`config.mk`:
```
export PLATFORM = sky130hd
export DESIGN_NAME = fpexd_top
export DESIGN_NICKNAME = d
export VERILOG_FILES = /design/src/hw/fpexd_pkg.sv /design/src/hw/fpexd_top.sv
export VERILOG_INCLUDE_DIRS = /design/src /design/src/hw
export SDC_FILE = /design/constraint.sdc
export NUM_CORES = 1
export LEC_CHECK = 0
export ABC_AREA = 1
export ABC_CLOCK_PERIOD_IN_PS = 5100
export BUFFER_PORTS_ARGS = -buffer_cell sky130_fd_sc_hd__clkbuf_2
export CORE_MARGIN = 4
export CORE_UTILIZATION = 45
export DETAILED_ROUTE_END_ITERATION = 16
export PLACE_DENSITY = 0.81
export SYNTH_ARGS = -nofsm -noshare
export SYNTH_HDL_FRONTEND = slang
export SYNTH_SLANG_ARGS = --single-unit
```
`constraint.sdc`:
```
create_clock -name clk -period 5.1 [get_ports clk]
set_clock_uncertainty 0.15 [all_clocks]
set_input_delay 0.765 -clock clk [delete_from_list [all_inputs] [get_ports clk]]
set_output_delay 0.765 -clock clk [all_outputs]
set_load 0.005 [all_outputs]
```
`src/hw/fpexd_cfg.svh`:
```
// constants for the floating-point exception detect block
`ifndef FPEXD_CFG_SVH
`define FPEXD_CFG_SVH
`define FPEXD_ADDR_CTRL 12'h000
`define FPEXD_ADDR_STAT 12'h004
`define FPEXD_ADDR_TAGS 12'h008
`define FPEXD_ADDR_OP 12'h00C
`define FPEXD_ADDR_LAST 12'h010
`define FPEXD_ADDR_DEST 12'h014
`define FPEXD_ADDR_RESTORE 12'h018
`define FPEXD_BIT_IE 0
`define FPEXD_BIT_SF 6
`define FPEXD_BIT_ES 7
`define FPEXD_BIT_C1 9
`define FPEXD_CTRL_RST 16'h037F
`define FPEXD_TAG_EMPTY 2'h3
`define FPEXD_TAG_VALID 2'h0
`define FPEXD_IND_FP 32'hFFC00000
`define FPEXD_IND_INT 32'h80000000
`define FPEXD_IND_BCD 32'hFFFF0000
`endif

```
`src/hw/fpexd_pkg.sv`:
```
// types for the floating-point exception detect block
package fpexd_pkg;
	typedef enum logic [3:0] {
		FPEXD_OP_NOP,
		FPEXD_OP_LOAD_FP,
		FPEXD_OP_LOAD_EXT,
		FPEXD_OP_LOAD_INT,
		FPEXD_OP_LOAD_BCD,
		FPEXD_OP_STORE_FP,
		FPEXD_OP_STORE_EXT,
		FPEXD_OP_STORE_INT,
		FPEXD_OP_STORE_BCD,
		FPEXD_OP_TRUNC_INT_STORE,
		FPEXD_OP_ARITH,
		FPEXD_OP_NONARITH_SRC,
		FPEXD_OP_LOAD_CW,
		FPEXD_OP_RESTORE,
		FPEXD_OP_RESTORE_EXT
	} fpexd_op_type;
	typedef struct packed {
		logic valid;
		fpexd_op_type op;
		logic [5:0] arith_exc;
		logic [15:0] data;
	} fpexd_instr_type;
	typedef struct packed {
		logic valid;
		logic fault;
		logic handler;
		logic write_dest;
		logic [31:0] dest_value;
	} fpexd_result_type;
endpackage

```
`src/hw/fpexd_top.sv`:
```
// exception detect and flag logic of a stack-based floating-point unit
//
// Design decisions made here: the APB slave port and the placing of the registers.
`include "fpexd_cfg.svh"
module fpexd_top #(
	parameter int NUM_REGS = 8,
	parameter int NUM_EXC = 6
) (
	input wire logic clk,
	input wire logic rst,
	input wire fpexd_pkg::fpexd_instr_type instr,
	output fpexd_pkg::fpexd_result_type result,
	output logic [2:0] stack_top,
	input wire logic psel,
	input wire logic penable,
	input wire logic pwrite,
	input wire logic [11:0] paddr,
	input wire logic [31:0] pwdata,
	output logic [31:0] prdata,
	output logic pready,
	output logic pslverr
);
	import fpexd_pkg::*;

	logic [NUM_EXC-1:0] mask_ff;
	logic [15:0] ctrl_rest_ff;
	logic [NUM_EXC-1:0] flag_ff;
	logic stack_fault_flag_ff;
	logic cond_code_one_ff;
	logic error_summary_flag_ff;
	logic [2:0] top_ff;
	logic [1:0] tags_ff [NUM_REGS];
	logic [31:0] last_ff;
	fpexd_result_type result_ff;
	logic [31:0] prdata_ff;
	logic pready_ff;
	logic pslverr_ff;

	logic is_load;
	logic is_store;
	logic uses_src;
	logic is_arith;
	logic [2:0] push_idx;
	logic overflow;
	logic underflow;
	logic stack_fault_exc;
	logic bad_operand_exc;
	logic invalid_op_mask;
	logic [NUM_EXC-1:0] raised;
	logic [NUM_EXC-1:0] nxt_flag;
	logic [31:0] indef;
	logic [15:0] tag_word;
	logic [15:0] status_word;
	logic [15:0] ctrl_word;
	logic apb_wr;
	logic apb_rd;
	logic sw_ctrl_wr;
	logic sw_stat_wr;
	logic sw_tag_wr;

	// decode the instruction class
	always_comb begin
		is_load = 1'b0;
		is_store = 1'b0;
		uses_src = 1'b0;
		is_arith = 1'b0;
		unique case (instr.op)
			FPEXD_OP_LOAD_FP, FPEXD_OP_LOAD_INT, FPEXD_OP_LOAD_BCD: begin
				is_load = 1'b1;
				is_arith = 1'b1;
			end
			FPEXD_OP_LOAD_EXT: begin
				is_load = 1'b1;
			end
			FPEXD_OP_STORE_FP, FPEXD_OP_STORE_INT, FPEXD_OP_STORE_BCD: begin
				is_store = 1'b1;
				uses_src = 1'b1;
				is_arith = 1'b1;
			end
			FPEXD_OP_TRUNC_INT_STORE: begin
				is_store = 1'b1;
				uses_src = 1'b1;
				is_arith = 1'b1;
			end
			FPEXD_OP_STORE_EXT, FPEXD_OP_NONARITH_SRC: begin
				uses_src = 1'b1;
				is_store = (instr.op == FPEXD_OP_STORE_EXT);
			end
			FPEXD_OP_ARITH: begin
				uses_src = 1'b1;
				is_arith = 1'b1;
			end
			default: begin
			end
		endcase
	end

	// stack fault detection from the tag of the touched register
	always_comb begin
		push_idx = top_ff - 3'h1; // wraps modulo eight
		overflow = instr.valid && is_load && (tags_ff[push_idx] != `FPEXD_TAG_EMPTY);
		underflow = instr.valid && uses_src && (tags_ff[top_ff] == `FPEXD_TAG_EMPTY);
		stack_fault_exc = overflow || underflow;
		bad_operand_exc = instr.valid && is_arith && !stack_fault_exc && instr.arith_exc[0];
		invalid_op_mask = mask_ff[`FPEXD_BIT_IE];
	end

	// classes raised by this instruction
	always_comb begin
		raised = '0;
		if (instr.valid && !stack_fault_exc && is_arith) begin
			raised = instr.arith_exc;
		end
		raised[`FPEXD_BIT_IE] = stack_fault_exc || bad_operand_exc;
	end

	// indefinite value matching the destination format
	always_comb begin
		unique case (instr.op)
			FPEXD_OP_STORE_INT, FPEXD_OP_TRUNC_INT_STORE: indef = `FPEXD_IND_INT;
			FPEXD_OP_STORE_BCD: indef = `FPEXD_IND_BCD;
			default: indef = `FPEXD_IND_FP;
		endcase
	end

	// apb decode
	always_comb begin
		// writes land on the edge where the master samples pready high
		apb_wr = psel && penable && pwrite && pready_ff;
		apb_rd = psel && penable && !pwrite && !pready_ff;
		sw_ctrl_wr = apb_wr && (paddr == `FPEXD_ADDR_CTRL);
		sw_stat_wr = apb_wr && (paddr == `FPEXD_ADDR_STAT);
		sw_tag_wr = apb_wr && (paddr == `FPEXD_ADDR_TAGS);
	end

	// sticky flags; a raise in the clearing cycle wins
	always_comb begin
		nxt_flag = flag_ff;
		if (sw_stat_wr) begin
			nxt_flag = pwdata[NUM_EXC-1:0];
		end
		nxt_flag = nxt_flag | raised;
	end

	always_ff @(posedge clk) begin
		if (rst) begin
			flag_ff <= '0;
		end else begin
			flag_ff <= nxt_flag;
		end
	end

	// stack fault flag and condition code one
	always_ff @(posedge clk) begin
		if (rst) begin
			stack_fault_flag_ff <= 1'b0;
			cond_code_one_ff <= 1'b0;
		end else if (stack_fault_exc) begin
			stack_fault_flag_ff <= 1'b1;
			cond_code_one_ff <= overflow;
		end else if (sw_stat_wr) begin
			stack_fault_flag_ff <= pwdata[`FPEXD_BIT_SF];
			cond_code_one_ff <= pwdata[`FPEXD_BIT_C1];
		end
	end

	// summary flag follows flags and masks
	always_ff @(posedge clk) begin
		if (rst) begin
			error_summary_flag_ff <= 1'b0;
		end else begin
			error_summary_flag_ff <= |(nxt_flag & ~(sw_ctrl_wr ? pwdata[NUM_EXC-1:0] : mask_ff));
		end
	end

	// control word, loaded by control-word and restore ops or by software
	always_ff @(posedge clk) begin
		if (rst) begin
			mask_ff <= NUM_EXC'(`FPEXD_CTRL_RST);
			ctrl_rest_ff <= `FPEXD_CTRL_RST;
		end else if (sw_ctrl_wr) begin
			mask_ff <= pwdata[NUM_EXC-1:0];
			ctrl_rest_ff <= pwdata[15:0];
		end else if (instr.valid && (instr.op == FPEXD_OP_LOAD_CW || instr.op == FPEXD_OP_RESTORE
				|| instr.op == FPEXD_OP_RESTORE_EXT)) begin
			mask_ff <= instr.data[NUM_EXC-1:0];
			ctrl_rest_ff <= instr.data;
		end
	end

	// stack pointer and tags; frozen on an unmasked fault
	always_ff @(posedge clk) begin
		if (rst) begin
			top_ff <= '0;
		end else if (instr.valid && !(stack_fault_exc && !invalid_op_mask)) begin
			if (is_load) begin
				top_ff <= push_idx;
			end else if (is_store) begin
				top_ff <= top_ff + 3'h1;
			end
		end
	end

	genvar gi;
	generate
		for (gi = 0; gi < NUM_REGS; gi++) begin : g_tag
			always_ff @(posedge clk) begin
				if (rst) begin
					tags_ff[gi] <= `FPEXD_TAG_EMPTY;
				end else if (sw_tag_wr) begin
					tags_ff[gi] <= pwdata[2*gi +: 2];
				end else if (instr.valid && !(stack_fault_exc && !invalid_op_mask)) begin
					if (is_load && (3'(gi) == push_idx)) begin
						tags_ff[gi] <= `FPEXD_TAG_VALID; // masked overflow holds indefinite
					end else if (is_store && (3'(gi) == top_ff)) begin
						tags_ff[gi] <= `FPEXD_TAG_EMPTY;
					end
				end
			end
			assign tag_word[2*gi +: 2] = tags_ff[gi];
		end
	endgenerate

	// outcome of each instruction
	always_ff @(posedge clk) begin
		if (rst) begin
			result_ff <= '0;
			last_ff <= '0;
		end else begin
			result_ff.valid <= instr.valid;
			result_ff.fault <= stack_fault_exc;
			result_ff.handler <= instr.valid && (|(raised & ~mask_ff));
			result_ff.write_dest <= stack_fault_exc && invalid_op_mask;
			result_ff.dest_value <= (stack_fault_exc || bad_operand_exc) ? indef : 32'h0;
			if (instr.valid) begin
				last_ff <= {26'h0, stack_fault_exc && invalid_op_mask, stack_fault_exc,
					bad_operand_exc, overflow, underflow, is_arith};
			end
		end
	end

	// readable words for the apb read port
	always_comb begin
		status_word = '0;
		status_word[NUM_EXC-1:0] = flag_ff;
		status_word[`FPEXD_BIT_SF] = stack_fault_flag_ff;
		status_word[`FPEXD_BIT_ES] = error_summary_flag_ff;
		status_word[`FPEXD_BIT_C1] = cond_code_one_ff;
		status_word[13:11] = top_ff;
		ctrl_word = {ctrl_rest_ff[15:NUM_EXC], mask_ff};
	end

	// apb slave, one wait state
	always_ff @(posedge clk) begin
		if (rst) begin
			pready_ff <= 1'b0;
			pslverr_ff <= 1'b0;
			prdata_ff <= '0;
		end else begin
			pready_ff <= psel && penable && !pready_ff;
			pslverr_ff <= psel && penable && !pready_ff && (paddr > `FPEXD_ADDR_RESTORE);
			if (apb_rd) begin
				unique case (paddr)
					`FPEXD_ADDR_CTRL: prdata_ff <= {16'h0, ctrl_word};
					`FPEXD_ADDR_STAT: prdata_ff <= {16'h0, status_word};
					`FPEXD_ADDR_TAGS: prdata_ff <= {16'h0, tag_word};
					`FPEXD_ADDR_LAST: prdata_ff <= last_ff;
					`FPEXD_ADDR_DEST: prdata_ff <= result_ff.dest_value;
					default: prdata_ff <= '0;
				endcase
			end
		end
	end

	assign result = result_ff;
	assign stack_top = top_ff;
	assign prdata = prdata_ff;
	assign pready = pready_ff;
	assign pslverr = pslverr_ff;
endmodule

```
==> summary.md <==
The worst setup path startpoint is stack_top[0]$_SDFFE_PP0N_. VDD sags by at most 0.118 mV. The total chip power was 1.38 mW. In the final layout, the share of cells above drive strength 1 is 24.3%.

The first global-routing pass estimated 20000 µm of wire. For the count of final setup violators, the log shows 0. The final-report max-slew violation count was 0. The estimated wirelength of the detail-placed design came out at 9680 µm.

The max-slew headroom at the worst pin is 40.1%, and the number of clock sinks seen by CTS is 81. Startpoint-to-endpoint class of the critical path: reg -> reg. Mean cell area of the mapped netlist: 7.45 µm². The clock reaches the later pin of the worst-skew pair after 370 ps.

The worst setup path is captured at a register. The final critical-path required period was 2980 ps. The run gives 9950 µm² as the area of the core region. The number of placement rows was 36; the largest fanout of any net on the critical path was 16.

Total number of nets in the final design: 795. Max-cap violations in this run came to 0. The wire length per cell after detailed routing was 14.9 µm; the synthesis warning total was 0. The required time of the worst setup path came out at 5020 ps. In this run the post-CTS setup repair buffer count came out at 0. Of all flip-flops after synthesis, the portion carrying an async set or reset was 0%.

The run gives 0 as the final number of hold-violating endpoints. Die area: 12100 µm². For this design the static power due to leakage is 2.39 nW. Across all register-to-register paths, the minimum setup slack is 2120 ps. The number of antenna diodes in the final layout is 0. The tools report the number of antenna violations at the first check in global routing as 0.

The placer congestion estimate came out at 0.943. Entering global routing, the biggest net connects 42 pins. The post-route setup TNS was 0 ps. The tools report the timing-limited maximum frequency as 336 MHz.

Measured in cells, the most critical reg-to-reg path has a length of 14. The first detailed-routing pass took 6 iterations. The growth of design area from synthesis to finish came out at 13.1%. The synthesized design contains 16 enable-type register cells. Clock-pin slew was measured on the worst setup and hold paths at 90 ps. In this run the count of I/O pins placed on the die edge is 149. For the filler cell count, the log shows 973. The deepest level of the CTS H-tree came out at 3.

Counting along the longest clock path gives a buffer depth of 2. The logs give 380 for the number of DRC violations after detailed-routing iteration 0 and 9 for the TritonCTS buffer count. Using the TritonRoute via totals, the vias-per-cell ratio works out to 5.26.

The run finished with clean final reports. The endpoint of the most critical setup path is tags_ff[3][0]$_SDFFCE_PP1P_. Of the available clock period, the critical path in the final layout requires 58.4%. Counting every instance in the synthesized netlist gives 627.

The post-synthesis sequential area ratio came out at 38.1%. The remaining routing DRC violations came out at 0. The startpoint of the worst-slack reg-to-reg timing path was stack_top[0]$_SDFFE_PP0N_. The total standard cell area after synthesis is 4670 µm².

Summed over all layers, the global routing overflow is 0. Measured along the x axis, the die boundary spans 110 µm. TritonCTS built the clock tree. For this design, the CTS-stage hold fixing added 0 buffers.

The worst min-delay path category is reg -> reg. In this run the critical register-to-register path is captured at tags_ff[3][0]$_SDFFCE_PP1P_. For the worst setup path, the data arrival time is 2900 ps. Global routing used 21.2% of the available tracks across all layers. Wires add up to 12700 µm.

STA classifies the critical path startpoint as a register. The die extent in y came out at 110 µm. Actual transition at the worst max-transition pin: 899 ps. Detailed routing inserted a total of 4463 vias. The total of flip-flops plus latches after synthesis came out at 81. The post-detailed-route count of antenna-violating nets came out at 0. For this run, the leading register cell type out of synthesis is dfxtp_1. The number of input and output port buffers inserted came out at 116. The via count of the first global-routing pass is 3981, and the number of cells on the worst hold path is 2. Post-CTS repair changed the size of 0 cells.

Setup repair after global routing left no endpoint under its margin. The root buffer selected by CTS is clkbuf_8. Synthesis instantiated 41 different standard cells from the library. In this run the power density over the cells is 261 nW/µm². The tools report the effective utilization at floorplan as 46.9%.
[synthesized netlist by cell type (all sizes together) (2+ instances only)]
cell | instances | share of area [%]
nand2 | 154 | 13
nand3 | 79 | 9.4
inv | 76 | 6.1
dfxtp | 65 | 28
buf | 48 | 7.7
o21ai | 38 | 4.1
a21oi | 35 | 4.0
nor2 | 30 | 3.7
nand4 | 17 | 2.3
edfxtp | 16 | 10
o2111ai | 14 | 2.6
clkbuf | 12 | 0.96
ha | 8 | 2.1
a31oi | 7 | 0.94
o211ai | 7 | 1.2
nor3 | 6 | 0.86
a32o | 4 | 0.86
and3 | 2 | 0.27
o21bai | 2 | 0.32
[critical path, stage by stage (launching register included)]
cell	delay [ps]
dfxtp_1	480
inv_1	230
ha_1	430
inv_2	100
nand2_1	70
nand3_1	60
nand2_1	90
nand2_2	60
nand3_4	160
nand2_4	110
nand2_4	90
nand2_4	70
nor2_8	190
nand4_1	190
nand3_1	190
[power by group]
part | switching, mW | total (mW) | internal (mW) | leakage (nW)
clock | 0.241 | 0.477 | 0.236 | 0.100
sequential | 0.0189 | 0.695 | 0.676 | 0.641
combinational | 0.136 | 0.210 | 0.0734 | 1.65
total | 0.396 | 1.38 | 0.986 | 2.39
[state kept, by name, summed over array words and instances (netlist names), named ones only]
signal	cells
pready	1
ctrl_rest_ff	11
prdata	19
last_ff	6
stack_fault_flag_ff	1
mask_ff	5
cond_code_one_ff	1
tags_ff	16
stack_top	3
error_summary_flag_ff	1
pslverr	1
result	7
flag_ff	6
[worst min-delay path by stage]
stage          slack [ps]                    startpoint                           end
2_1_floorplan         280  ctrl_rest_ff[6]$_SDFFE_PP1P_  ctrl_rest_ff[6]$_SDFFE_PP1P_
3_3_place_gp          300         result[31]$_SDFF_PP0_       prdata[31]$_SDFFE_PP0P_
3_5_place_dp          300         result[31]$_SDFF_PP0_       prdata[31]$_SDFFE_PP0P_
4_1_cts               310         result[31]$_SDFF_PP0_       prdata[31]$_SDFFE_PP0P_
5_1_grt               330        prdata[0]$_SDFFE_PP0P_        prdata[0]$_SDFFE_PP0P_
6_report              310         result[31]$_SDFF_PP0_       prdata[31]$_SDFFE_PP0P_
[placed cells by master (no fill, tap or decap), types with 17 or more instances in the layout]
master	instances
nand3_1	73
clkbuf_2	116
a21oi_1	34
nor2_1	20
nand2_1	145
o21ai_1	17
dfxtp_1	65
inv_1	64
nand4_1	17
o21ai_0	21
[cells by family after synthesis]
family / after synthesis / synth area share (%)
adder cells (fa/ha/maj): 8 / 2.14
flip-flops: 81 / 38.1
AO/OA/AOI/OAI: 109 / 14.4
XOR/XNOR: 1 / 0.187
other: 1 / 0.0802
buffers and inverters: 138 / 15.2
AND/OR/NAND/NOR: 289 / 29.9
[per-stage QoR]
step	hold WS, ps	instances	util, %	area (µm²)	setup WS [ps]
floorplan	282	642	-	4730	2630
global placement	298	833	51.1	5090	1960
detailed placement	301	833	51.1	5090	1920
CTS	313	849	53.1	5290	2180
global route	334	849	53.1	5290	1960
finish	311	849	53.1	5290	2120
[cell type report]
type                            instances  area, µm²  area share (%)
Clock inverter                          3       18.8           0.355
Timing Repair Buffer                  118        596            11.3
Tap cell                              133        166            3.15
Multi-Input combinational cell        423       2240            42.3
Clock buffer                           13        181            3.43
Inverter                               78        307            5.80
Sequential cell                        81       1780            33.7
[per-layer routing]
metal / vias to the layer above / part of all wire, % / track usage, %
met4: 0 / 2.4 / 7.12
met3: 30 / 11 / 4.40
met2: 240 / 45 / 33.0
li1: 2219 / - / -
met5: - / 0 / 0
met1: 1974 / 43 / 29.2
Note: power is estimated with default switching activity, not from simulation.
